$ cat config.mk
export PLATFORM = sky130hd
export DESIGN_NAME = srpc_stop_reset_ctrl
export DESIGN_NICKNAME = d
export VERILOG_FILES = /design/src/design/srpc_pkg.sv /design/src/design/srpc_timer_if.sv /design/src/design/srpc_stop_reset_ctrl.sv /design/src/design/srpc_wait_timer.sv /design/src/design/srpc_reset_merge.sv
export SDC_FILE = /design/constraint.sdc
export NUM_CORES = 1
export LEC_CHECK = 0
export BUFFER_PORTS_ARGS = -buffer_cell sky130_fd_sc_hd__buf_2
export CAP_MARGIN = 20
export CORE_ASPECT_RATIO = 0.9
export CORE_MARGIN = 8
export CORE_UTILIZATION = 49
export DETAILED_ROUTE_END_ITERATION = 7
export MAX_ROUTING_LAYER = met4
export PLACE_DENSITY = 0.83
export SETUP_SLACK_MARGIN = 0.5
export SLEW_MARGIN = 20
export SYNTH_ARGS = -nofsm -noshare
export SYNTH_HDL_FRONTEND = slang
export SYNTH_HIERARCHICAL = 1
export SYNTH_SLANG_ARGS = --single-unit
$ cat constraint.sdc
create_clock -name sys_clk -period 1.8 [get_ports sys_clk]
set_input_delay 0.18 -clock sys_clk [delete_from_list [all_inputs] [get_ports sys_clk]]
set_output_delay 0.18 -clock sys_clk [all_outputs]
set_load 0.02 [all_outputs]
$ cat src/design/srpc_pkg.sv
// constants and types shared by the stop-release and reset sequencer
package srpc_pkg;
	// register port geometry
	localparam int ADDR_W = 4;
	localparam int DATA_W = 8;
	// register offsets
	localparam logic [3:0] REG_CTRL = 4'h0;
	localparam logic [3:0] REG_STATUS = 4'h1;
	localparam logic [3:0] REG_CAUSE = 4'h2;
	// control register fields and reset value
	localparam int CTRL_OSC_STAB_TIME_SELECT_LSB = 0;
	localparam int CTRL_OSC_STAB_TIME_SELECT_W = 3;
	localparam int CTRL_LSSTOP_BIT = 3;
	localparam logic [7:0] CTRL_RESET = 8'h05;
	// cause register fields
	localparam int CAUSE_PIN = 0;
	localparam int CAUSE_WDT = 1;
	localparam int CAUSE_POC = 2;
	localparam int CAUSE_LVI = 3;
	localparam int CAUSE_STOPREJ = 4;
	localparam int CAUSE_W = 5;
	// number of interrupt sources watched while stopped
	localparam int NIRQ = 4;
	// timer width and counts in sys_clk cycles
	localparam int TCNT_W = 12;
	localparam int STAB_BASE_SHIFT = 4;
	localparam logic [TCNT_W-1:0] WAIT_VEC_CLKS = 12'h011;
	localparam logic [TCNT_W-1:0] WAIT_NEXT_CLKS = 12'h00B;
	localparam logic [7:0] WDT_HOLD_CLKS = 8'h10;
	// reset vector location
	localparam logic [15:0] RESET_VEC_ADDR = 16'h0000;
	// sequencer states
	typedef enum logic [2:0] {
		SR_RUN, SR_STOP, SR_WSTAB, SR_WWAIT, SR_RESET, SR_RSTAB, SR_RPROC
	} srpc_state_t;
endpackage

$ cat src/design/srpc_timer_if.sv
// carrier between the sequencer and its wait timer
`timescale 1ns/1ps
interface srpc_timer_if;
	import srpc_pkg::*;
	logic load; // start a new count
	logic [TCNT_W-1:0] count; // cycles to wait
	logic busy; // counting
	logic done; // one-cycle pulse when the count elapses
	modport master (output load, output count, input busy, input done);
	modport timer (input load, input count, output busy, output done);
endinterface

$ cat src/design/srpc_stop_reset_ctrl.sv
// stop-mode release and reset sequencer top level
//
// Summary of operation
// - unmasked interrupt wakes stop, then service or continue
// - vectored wake waits seventeen or eighteen clocks
// - non-vectored wake waits eleven or twelve clocks
// - masked requests never release stop
// - service decided by priority, enable, in-service flag
// - reset ends stop, then reset vector
// - external main clock skips stabilisation wait
// - reset from pin, watchdog, power-on, low-voltage
// - every reset starts at the reset vector
// - pins high impedance through reset and stabilisation
// - pin release restarts on internal fast oscillator
// - watchdog reset releases itself
// - detector resets release when supply recovers
// - oscillators stopped, external clock ignored in reset
// - stop state kept during reset, pins float
// - low-voltage reset spares the detector logic
// - slow oscillator keeps its prior state in stop
// - serial ports run in stop on allowed clocks
// - two-wire port runs in stop only from its clock pin
// - stop accepted only on main system clock
`timescale 1ns/1ps
module srpc_stop_reset_ctrl (
	// clock and block reset
	input wire logic sys_clk,
	input wire logic rst,
	// reset sources
	input wire logic resetPin_n,
	input wire logic wdtOverflow,
	input wire logic pocLow,
	input wire logic lviLow,
	// cpu side
	input wire logic stopExec,
	input wire logic cpuOnMainClk,
	input wire logic cpuOnExtClk,
	input wire logic xtalEnable,
	input wire logic hsOscStopBit,
	// interrupt controller state, one bit per source for request, mask and priority
	input wire logic [srpc_pkg::NIRQ-1:0] irqReq,
	input wire logic [srpc_pkg::NIRQ-1:0] interruptMaskFlag,
	input wire logic [srpc_pkg::NIRQ-1:0] interruptPriorityFlag,
	input wire logic globalInterruptEnable,
	input wire logic inServicePriorityFlag,
	// serial clock selections
	input wire logic uartClkFromTimer8a,
	input wire logic csiExtClk,
	input wire logic iicExtSerialClockPin,
	// register port
	input wire logic [srpc_pkg::ADDR_W-1:0] regAddr,
	input wire logic [srpc_pkg::DATA_W-1:0] regWdata,
	input wire logic regWr,
	input wire logic regRd,
	output logic [srpc_pkg::DATA_W-1:0] regRdata,
	// cpu control
	output logic cpuClockRun,
	output logic cpuReset,
	output logic fetchResetVector,
	output logic [15:0] resetVectorAddr,
	output logic clkSelHsReset,
	output logic resumeVectored,
	output logic resumeNext,
	output logic stopActive,
	// pins and oscillators
	output logic pinsHighZ,
	output logic crystalOscRun,
	output logic hsOscRun,
	output logic lsOscRun,
	output logic extClkAccept,
	// peripheral run enables and detector logic reset
	output logic uartRun,
	output logic csiRun,
	output logic iicRun,
	output logic lviLogicReset
);
	import srpc_pkg::*;

	srpc_state_t state; // sequencer state
	logic [7:0] ctrlReg; // stabilisation select and slow-oscillator stop
	logic [CAUSE_W-1:0] causeFlags; // sticky reset and refusal causes
	logic [3:0] srcLevel; // registered reset source levels
	logic resetAny; // merged internal reset
	logic resetNoLvi; // merged reset without the voltage detector
	logic stopHeld; // reset arrived while stopped
	logic vecSel; // wake-up will be serviced through a vector
	logic oscStabDone; // stabilisation count has elapsed
	logic stopRejected; // stop refused, pulse
	logic [NIRQ-1:0] unmasked; // requests able to wake
	logic [NIRQ-1:0] serviceable; // requests that will be vectored
	logic wakeAny; // any unmasked request
	logic serveAny; // any vectored request
	logic [TCNT_W-1:0] stabCount; // selected stabilisation length
	logic inResetGrp; // reset or post-reset stabilisation
	logic running; // clocks live outside stop and reset

	srpc_timer_if tif ();

	// wait timer shared by stabilisation and wake-up waits
	srpc_wait_timer uTimer (
		.sysClk(sys_clk),
		.rst(rst),
		.tif(tif.timer)
	);

	// reset source merge
	srpc_reset_merge uMerge (
		.sysClk(sys_clk),
		.rst(rst),
		.resetPin_n(resetPin_n),
		.wdtOverflow(wdtOverflow),
		.pocLow(pocLow),
		.lviLow(lviLow),
		.srcLevel(srcLevel),
		.resetAny(resetAny),
		.resetNoLvi(resetNoLvi)
	);

	// per-source wake and service decision
	genvar gi;
	generate
		for (gi = 0; gi < NIRQ; gi++) begin : gIrq
			// a set mask flag keeps the source out of the wake logic
			assign unmasked[gi] = irqReq[gi] & ~interruptMaskFlag[gi];
			// high priority needs enable; low priority also needs in-service flag
			assign serviceable[gi] = unmasked[gi] & globalInterruptEnable &
				(~interruptPriorityFlag[gi] | inServicePriorityFlag);
		end
	endgenerate

	assign wakeAny = |unmasked;
	assign serveAny = |serviceable;

	// stabilisation length doubles with each select step
	assign stabCount = TCNT_W'(12'h001 << (STAB_BASE_SHIFT + int'(ctrlReg[CTRL_OSC_STAB_TIME_SELECT_LSB +: CTRL_OSC_STAB_TIME_SELECT_W])));

	assign inResetGrp = (state == SR_RESET) || (state == SR_RSTAB);
	assign running = (state == SR_RUN) || (state == SR_WSTAB) || (state == SR_WWAIT);

	// main sequencer; any reset source overrides every other state
	always_ff @(posedge sys_clk or posedge rst) begin
		if (rst) begin
			state <= SR_RESET;
			stopHeld <= 1'b0;
			vecSel <= 1'b0;
			tif.load <= 1'b0;
			tif.count <= '0;
			oscStabDone <= 1'b0;
			stopRejected <= 1'b0;
			fetchResetVector <= 1'b0;
			clkSelHsReset <= 1'b0;
			resumeVectored <= 1'b0;
			resumeNext <= 1'b0;
		end else begin
			tif.load <= 1'b0;
			stopRejected <= 1'b0;
			fetchResetVector <= 1'b0;
			clkSelHsReset <= 1'b0;
			resumeVectored <= 1'b0;
			resumeNext <= 1'b0;
			if (resetAny) begin
				// reset ends stop but the stop picture is held meanwhile
				if (state == SR_STOP) begin
					stopHeld <= 1'b1;
				end
				state <= SR_RESET;
			end else begin
				case (state)
					SR_RESET: begin
						// release: wait for the internal fast oscillator to settle
						stopHeld <= 1'b0;
						oscStabDone <= 1'b0;
						tif.load <= 1'b1;
						tif.count <= stabCount;
						state <= SR_RSTAB;
					end
					SR_RSTAB: begin
						if (tif.done) begin
							oscStabDone <= 1'b1;
							state <= SR_RPROC;
						end
					end
					SR_RPROC: begin
						// every reset, whatever its source, fetches the same vector
						fetchResetVector <= 1'b1;
						clkSelHsReset <= 1'b1;
						state <= SR_RUN;
					end
					SR_RUN: begin
						if (stopExec) begin
							// stop only from the main system clock; else refused
							if (cpuOnMainClk) begin
								state <= SR_STOP;
							end else begin
								stopRejected <= 1'b1;
							end
						end
					end
					SR_STOP: begin
						if (wakeAny) begin
							vecSel <= serveAny;
							tif.load <= 1'b1;
							if (cpuOnExtClk) begin
								// no oscillator to settle on an external clock
								tif.count <= serveAny ? WAIT_VEC_CLKS : WAIT_NEXT_CLKS;
								state <= SR_WWAIT;
							end else begin
								oscStabDone <= 1'b0;
								tif.count <= stabCount;
								state <= SR_WSTAB;
							end
						end
					end
					SR_WSTAB: begin
						if (tif.done) begin
							oscStabDone <= 1'b1;
							tif.load <= 1'b1;
							tif.count <= vecSel ? WAIT_VEC_CLKS : WAIT_NEXT_CLKS;
							state <= SR_WWAIT;
						end
					end
					SR_WWAIT: begin
						// wait over: vector into the handler or carry on
						if (tif.done) begin
							resumeVectored <= vecSel;
							resumeNext <= ~vecSel;
							state <= SR_RUN;
						end
					end
					default: begin
						state <= SR_RESET;
					end
				endcase
			end
		end
	end

	// cpu, pin and oscillator controls, one flop each, sixteen for the reset vector address
	always_ff @(posedge sys_clk or posedge rst) begin
		if (rst) begin
			cpuClockRun <= 1'b0;
			cpuReset <= 1'b1;
			pinsHighZ <= 1'b1;
			crystalOscRun <= 1'b0;
			hsOscRun <= 1'b0;
			lsOscRun <= 1'b0;
			extClkAccept <= 1'b0;
			stopActive <= 1'b0;
			lviLogicReset <= 1'b1;
			resetVectorAddr <= RESET_VEC_ADDR;
		end else begin
			cpuClockRun <= state == SR_RUN;
			cpuReset <= inResetGrp || (state == SR_RPROC);
			// pins float through reset and the settle that follows
			pinsHighZ <= inResetGrp;
			// crystal and fast oscillators stopped in reset and in stop
			crystalOscRun <= xtalEnable & running;
			hsOscRun <= (state == SR_RSTAB) || (state == SR_RPROC) || (running && !hsOscStopBit);
			// slow oscillator ignores stop, so the watchdog keeps counting
			lsOscRun <= ~inResetGrp & ~ctrlReg[CTRL_LSSTOP_BIT];
			extClkAccept <= running;
			stopActive <= (state == SR_STOP) || (state == SR_RESET && stopHeld);
			lviLogicReset <= resetNoLvi;
			resetVectorAddr <= RESET_VEC_ADDR;
		end
	end

	// peripheral run enables; while stopped only self-clocked sources run
	always_ff @(posedge sys_clk or posedge rst) begin
		if (rst) begin
			uartRun <= 1'b0;
			csiRun <= 1'b0;
			iicRun <= 1'b0;
		end else if (inResetGrp) begin
			uartRun <= 1'b0;
			csiRun <= 1'b0;
			iicRun <= 1'b0;
		end else if (state == SR_STOP) begin
			uartRun <= uartClkFromTimer8a;
			csiRun <= csiExtClk;
			iicRun <= iicExtSerialClockPin;
		end else begin
			uartRun <= 1'b1;
			csiRun <= 1'b1;
			iicRun <= 1'b1;
		end
	end

	// control register; only the block reset returns it to CTRL_RESET
	always_ff @(posedge sys_clk or posedge rst) begin
		if (rst) begin
			ctrlReg <= CTRL_RESET;
		end else if (regWr && regAddr == REG_CTRL) begin
			ctrlReg <= {4'h0, regWdata[3:0]};
		end
	end

	// sticky causes, write one to clear; a new event beats the clear
	always_ff @(posedge sys_clk or posedge rst) begin
		if (rst) begin
			causeFlags <= '0;
		end else begin
			if (regWr && regAddr == REG_CAUSE) begin
				causeFlags <= (causeFlags & ~regWdata[CAUSE_W-1:0]) | {stopRejected, srcLevel};
			end else begin
				causeFlags <= causeFlags | {stopRejected, srcLevel};
			end
		end
	end

	// read data stands the cycle after the strobe, zero otherwise
	always_ff @(posedge sys_clk or posedge rst) begin
		if (rst) begin
			regRdata <= '0;
		end else if (regRd) begin
			case (regAddr)
				REG_CTRL: regRdata <= ctrlReg;
				// stabilisation status lets software pick its moment to switch back
				REG_STATUS: regRdata <= {3'h0, oscStabDone, stopHeld, 3'(state)};
				REG_CAUSE: regRdata <= {3'h0, causeFlags};
				default: regRdata <= 8'h00;
			endcase
		end else begin
			regRdata <= 8'h00;
		end
	end
endmodule

$ cat src/design/srpc_wait_timer.sv
// down counter for stabilisation and wake-up waits
`timescale 1ns/1ps
module srpc_wait_timer (
	// clock and reset
	input wire logic sysClk,
	input wire logic rst,
	// control from the sequencer
	srpc_timer_if.timer tif
);
	import srpc_pkg::*;

	logic [TCNT_W-1:0] cnt; // remaining cycles

	// load restarts the count; done fires when the last cycle passes
	always_ff @(posedge sysClk or posedge rst) begin
		if (rst) begin
			cnt <= '0;
			tif.busy <= 1'b0;
			tif.done <= 1'b0;
		end else begin
			tif.done <= 1'b0;
			if (tif.load) begin
				cnt <= tif.count;
				tif.busy <= 1'b1;
			end else if (tif.busy) begin
				if (cnt <= 12'h001) begin
					tif.busy <= 1'b0;
					tif.done <= 1'b1;
				end else begin
					cnt <= cnt - 12'h001;
				end
			end
		end
	end
endmodule

$ cat src/design/srpc_reset_merge.sv
// merges the four reset sources into registered levels
`timescale 1ns/1ps
module srpc_reset_merge (
	// clock and reset
	input wire logic sysClk,
	input wire logic rst,
	// reset sources
	input wire logic resetPin_n,
	input wire logic wdtOverflow,
	input wire logic pocLow,
	input wire logic lviLow,
	// merged results
	output logic [3:0] srcLevel,
	output logic resetAny,
	output logic resetNoLvi
);
	import srpc_pkg::*;

	logic pinMeta; // first synchroniser stage, read only by pinSync
	logic pinSync; // pin level in the clock domain
	logic [7:0] wdtHold; // stretch of the watchdog pulse

	// two-flop synchroniser so the pin release never lands mid-edge
	always_ff @(posedge sysClk or posedge rst) begin
		if (rst) begin
			pinMeta <= 1'b0;
			pinSync <= 1'b0;
		end else begin
			pinMeta <= resetPin_n;
			pinSync <= pinMeta;
		end
	end

	// watchdog reset holds a fixed time and then lets go by itself
	always_ff @(posedge sysClk or posedge rst) begin
		if (rst) begin
			wdtHold <= '0;
		end else if (wdtOverflow) begin
			wdtHold <= WDT_HOLD_CLKS;
		end else if (wdtHold != 8'h00) begin
			wdtHold <= wdtHold - 8'h01;
		end
	end

	// any source pulls the internal reset; detectors release on their own
	always_ff @(posedge sysClk or posedge rst) begin
		if (rst) begin
			srcLevel <= '0;
			resetAny <= 1'b1;
			resetNoLvi <= 1'b1;
		end else begin
			srcLevel[CAUSE_PIN] <= ~pinSync;
			srcLevel[CAUSE_WDT] <= wdtHold != 8'h00;
			srcLevel[CAUSE_POC] <= pocLow;
			srcLevel[CAUSE_LVI] <= lviLow;
			resetAny <= ~pinSync | (wdtHold != 8'h00) | pocLow | lviLow;
			// the voltage detector is never reset by its own alarm
			resetNoLvi <= ~pinSync | (wdtHold != 8'h00) | pocLow;
		end
	end
endmodule

==> impl_metrics.yaml <==
final_layout:
  areaGrowthSynthToFinish_pct: 34.49
  antenna_cells: 0
  instances_no_fill: 592
  fillers: 532
  mostFrequentLayoutCell: "dfrtp_1"
  finalNetCount: 537
  mostFrequentLayoutCells: "dfrtp_1 (62), buf_2 (59), buf_4 (38)"
  drive_above_1_share_pct: 46.98
  design_area_um2: 5211
routing:
  vias_per_cell: 5.549
  first_pass_iters: 5
  wl_met3_um: 482
  drt-met1-wl_mm: 4.310
  drtIter0Drc: 194
  top_layer: "met4"
  wirelength_mm: 10.74
  num_vias: 3285
  dr_wl_met2_mm: 5.716
  drc_errors: 0
  post_drt_wl_per_cell_um: 18.14
  drtAntennaViolNets: 0
synth:
  synth_edf_count: 0
  yosys-top-cells-area: "dfrtp_1 (46%), dfstp_2 (5.4%), buf_4 (3.9%)"
  synth_top_family_by_area: "simple AND/OR/NAND/NOR gates"
  syn_avg_cell_area_um2: 10.31
  netlist_area_um2: 3875
  synth_top_cell_area_share_pct: 45.85
  synth_top_flop_cell: "dfrtp_1"
  synth-xor-area-share_pct: 1.356
  synth-adder-area-share_pct: 1.292
  synth_cell_types: 66
  muxShareOfSynthArea_pct: 3.067
  yosysSeqAreaShare_pct: 51.28
  ys_seq_elements: 79
  async_reset_ff_share_pct: 100.0
  ys_warn_count: 6
  synth_compound_area_share_pct: 15.40
  synth_area_leader_cell: "dfrtp_1"
  synthSimpleGateAreaFrac_pct: 20.02
  netlist_instances: 376
cts:
  cts-buffers-inserted: 9
  cts_root_buf: "clkbuf_8"
  clkLatencyLatePin_ps: 340
  cts.htree.levels: 3
  cts_sinks: 79
  clk_pin_slew_worst_paths_ps: 80
  cts_buffer_depth: 2
  cts_tree: "yes"
global_routing:
  grt_pass1_wl_mm: 16.30
  antenna_found_initial: 0
  grt_overflow: 0
  grt.total_usage_pct: 19.08
  grt_max_degree: 27
  grt_pass1_vias: 3455
power:
  p_per_area_nw_per_um2: 1155
  ir_worst_vdd_uv: 937.9
  p_leak_nw: 2.347
critical_path:
  cp_max_fo: 7
  worst_setup_path_end_kind: "flop"
  worst-setup-path-type: "reg2reg"
  worstReg2RegStart: "state[0]$_DFFE_PP0P_"
  reg2reg_slack_ps: 20
  reg2reg_depth: 6
  startpoint_type: "flop"
  worstPathArrival_ps: 2020
  required_ps: 2040
  r2r-end: "tif.count[1]$_DFFE_PP0P_"
sta:
  skew_ps: 9.914
  final.setup.tns_ps: 0
  max_freq_ghz: 0.5627
  period_needed_ps: 1777
  finalMaxSlewViolations: 0
  maxSlewHeadroom_pct: 55.42
  rsz0062_at_grt: "true"
  finalWorstSetupSlack_ps: 22.71
  worst_pin_slew_ps: 668.8
  finalSetupViolations: 0
  hold_violations: 0
  holdWs_ps: 34.23
  finalCritPeriodShare_pct: 98.74
floorplan:
  die_x_um: 109.7
  die_h_um: 100.4
  row_count: 30
  coreArea_um2: 7620
  dieArea_um2: 11010
  initial_utilization_pct: 50.85
  io_pins: 82
worst_hold_path:
  min_path_type: "in2reg"
  holdPathStages: 2
  holdPathEnd: "crystalOscRun$_DFF_PP0_"
  holdCritStartpoint: "xtalEnable"
placement:
  numPortBuffers: 59
  placed_area_um2: 4352
  dpl.cell_count: 531
  globalplace.congestion: 0.8646
  hpwl_mm: 6.547
  preCtsSetupSlack_ps: 23.34
outcome:
  status: "complete, no violations"
flow_run:
  cap_violations: 0
state kept, by name (all words and copies together) (netlist names), 3 cells and up:
register,cells
causeFlags,5
ctrlReg,4
regRdata,5
state,3
tif.count,12
uMerge/srcLevel,4
uMerge/wdtHold,8
uTimer/cnt,12
logic make-up (layout without fill, tap and decap cells):
logic type | Yosys count | after routing
buffers and inverters | 51 | 152
multiplexers | 11 | 11
AO/OA/AOI/OAI | 86 | 87
other | 1 | 19
XOR/XNOR | 6 | 6
AND/OR/NAND/NOR | 138 | 138
adder cells (fa/ha/maj) | 4 | 4
flip-flops | 79 | 79
synth_stat cells (3+ instances only):
library cell	n
a211oi_1	3
a21o_1	7
a21oi_1	20
and2_1	4
buf_4	20
buf_6	3
clkbuf_1	8
dfrtp_1	71
dfstp_2	8
ha_1	4
inv_1	17
mux2_2	7
mux2i_1	4
nand2_1	34
nand2b_1	8
nand3b_1	5
nor2_1	34
nor2b_1	12
nor3_1	8
o2111ai_1	3
o21ai_0	21
o31ai_1	8
or3_1	3
or3b_2	4
or4_1	4
xnor2_1	4
timing repair:
item | 4_1_cts | 5_1_grt
gates resized for setup | 54 | 39
hold endpoints to repair | 44 | 0
pin swaps | 34 | 33
hold buffers | 4 | 0
setup endpoints to repair | 46 | 51
setup buffers | 33 | 7
cloned | 1 | 0
through the flow:
step / util [%] / power, mW
2_1_floorplan: - / 3.616
3_3_place_gp: 57.11 / 3.904
3_5_place_dp: 57.11 / 4.010
4_1_cts: 65.93 / 5.767
5_1_grt: 68.39 / 6.319
6_report: 68.39 / 6.021
routing by layer:
| layer | vias to the layer above | global-route usage [%] |
|---|---|---|
| met3 | 28 | 3.908 |
| met4 | 0 | 6.846 |
| met5 | - | - |
| met2 | 114 | 31.28 |
| li1 | 1505 | - |
| met1 | 1638 | 22.72 |
worst max-delay path, stage by stage, from the launching register on:
cell and delay [ps]:
dfrtp_2 490, nor3b_4 330, a2bb2oi_2 140, a211o_4 400, inv_4 90, o311a_1 180
nor2_1 50
worst max path at each step:
stage                                          start                        end  slack, ps  cells after the start
final                           state[0]$_DFFE_PP0P_   tif.count[1]$_DFFE_PP0P_         20                      6
after global routing            state[0]$_DFFE_PP0P_   tif.count[1]$_DFFE_PP0P_        -20                      6
after global placement          state[2]$_DFFE_PP1P_   tif.count[1]$_DFFE_PP0P_         50                      6
after detailed placement        state[2]$_DFFE_PP1P_   tif.count[1]$_DFFE_PP0P_         20                      6
after CTS                 uTimer/cnt[10]$_DFFE_PP0P_  uTimer/cnt[9]$_DFFE_PP0P_         80                      4
after floorplan                 state[2]$_DFFE_PP1P_   tif.count[4]$_DFFE_PP0P_        170                      6
cell type report:
cell class	count	area (um^2)	share of cell area (%)
Sequential cell	79	1998	38.34
Inverter	18	73.82	1.417
Multi-Input combinational cell	265	2039	39.14
Clock inverter	3	18.77	0.3601
Tap cell	96	120.1	2.305
Clock buffer	13	148.9	2.857
Timing Repair Buffer	118	812.0	15.58
report_power, final:
| part | internal, mW | leakage (nW) | switching, mW |
|---|---|---|---|
| Combinational | 1.24 | 1.30 | 1.09 |
| Clock | 0.539 | 0.0874 | 0.633 |
| Sequential | 2.12 | 0.959 | 0.400 |
Power figures use the tool's default switching activity.
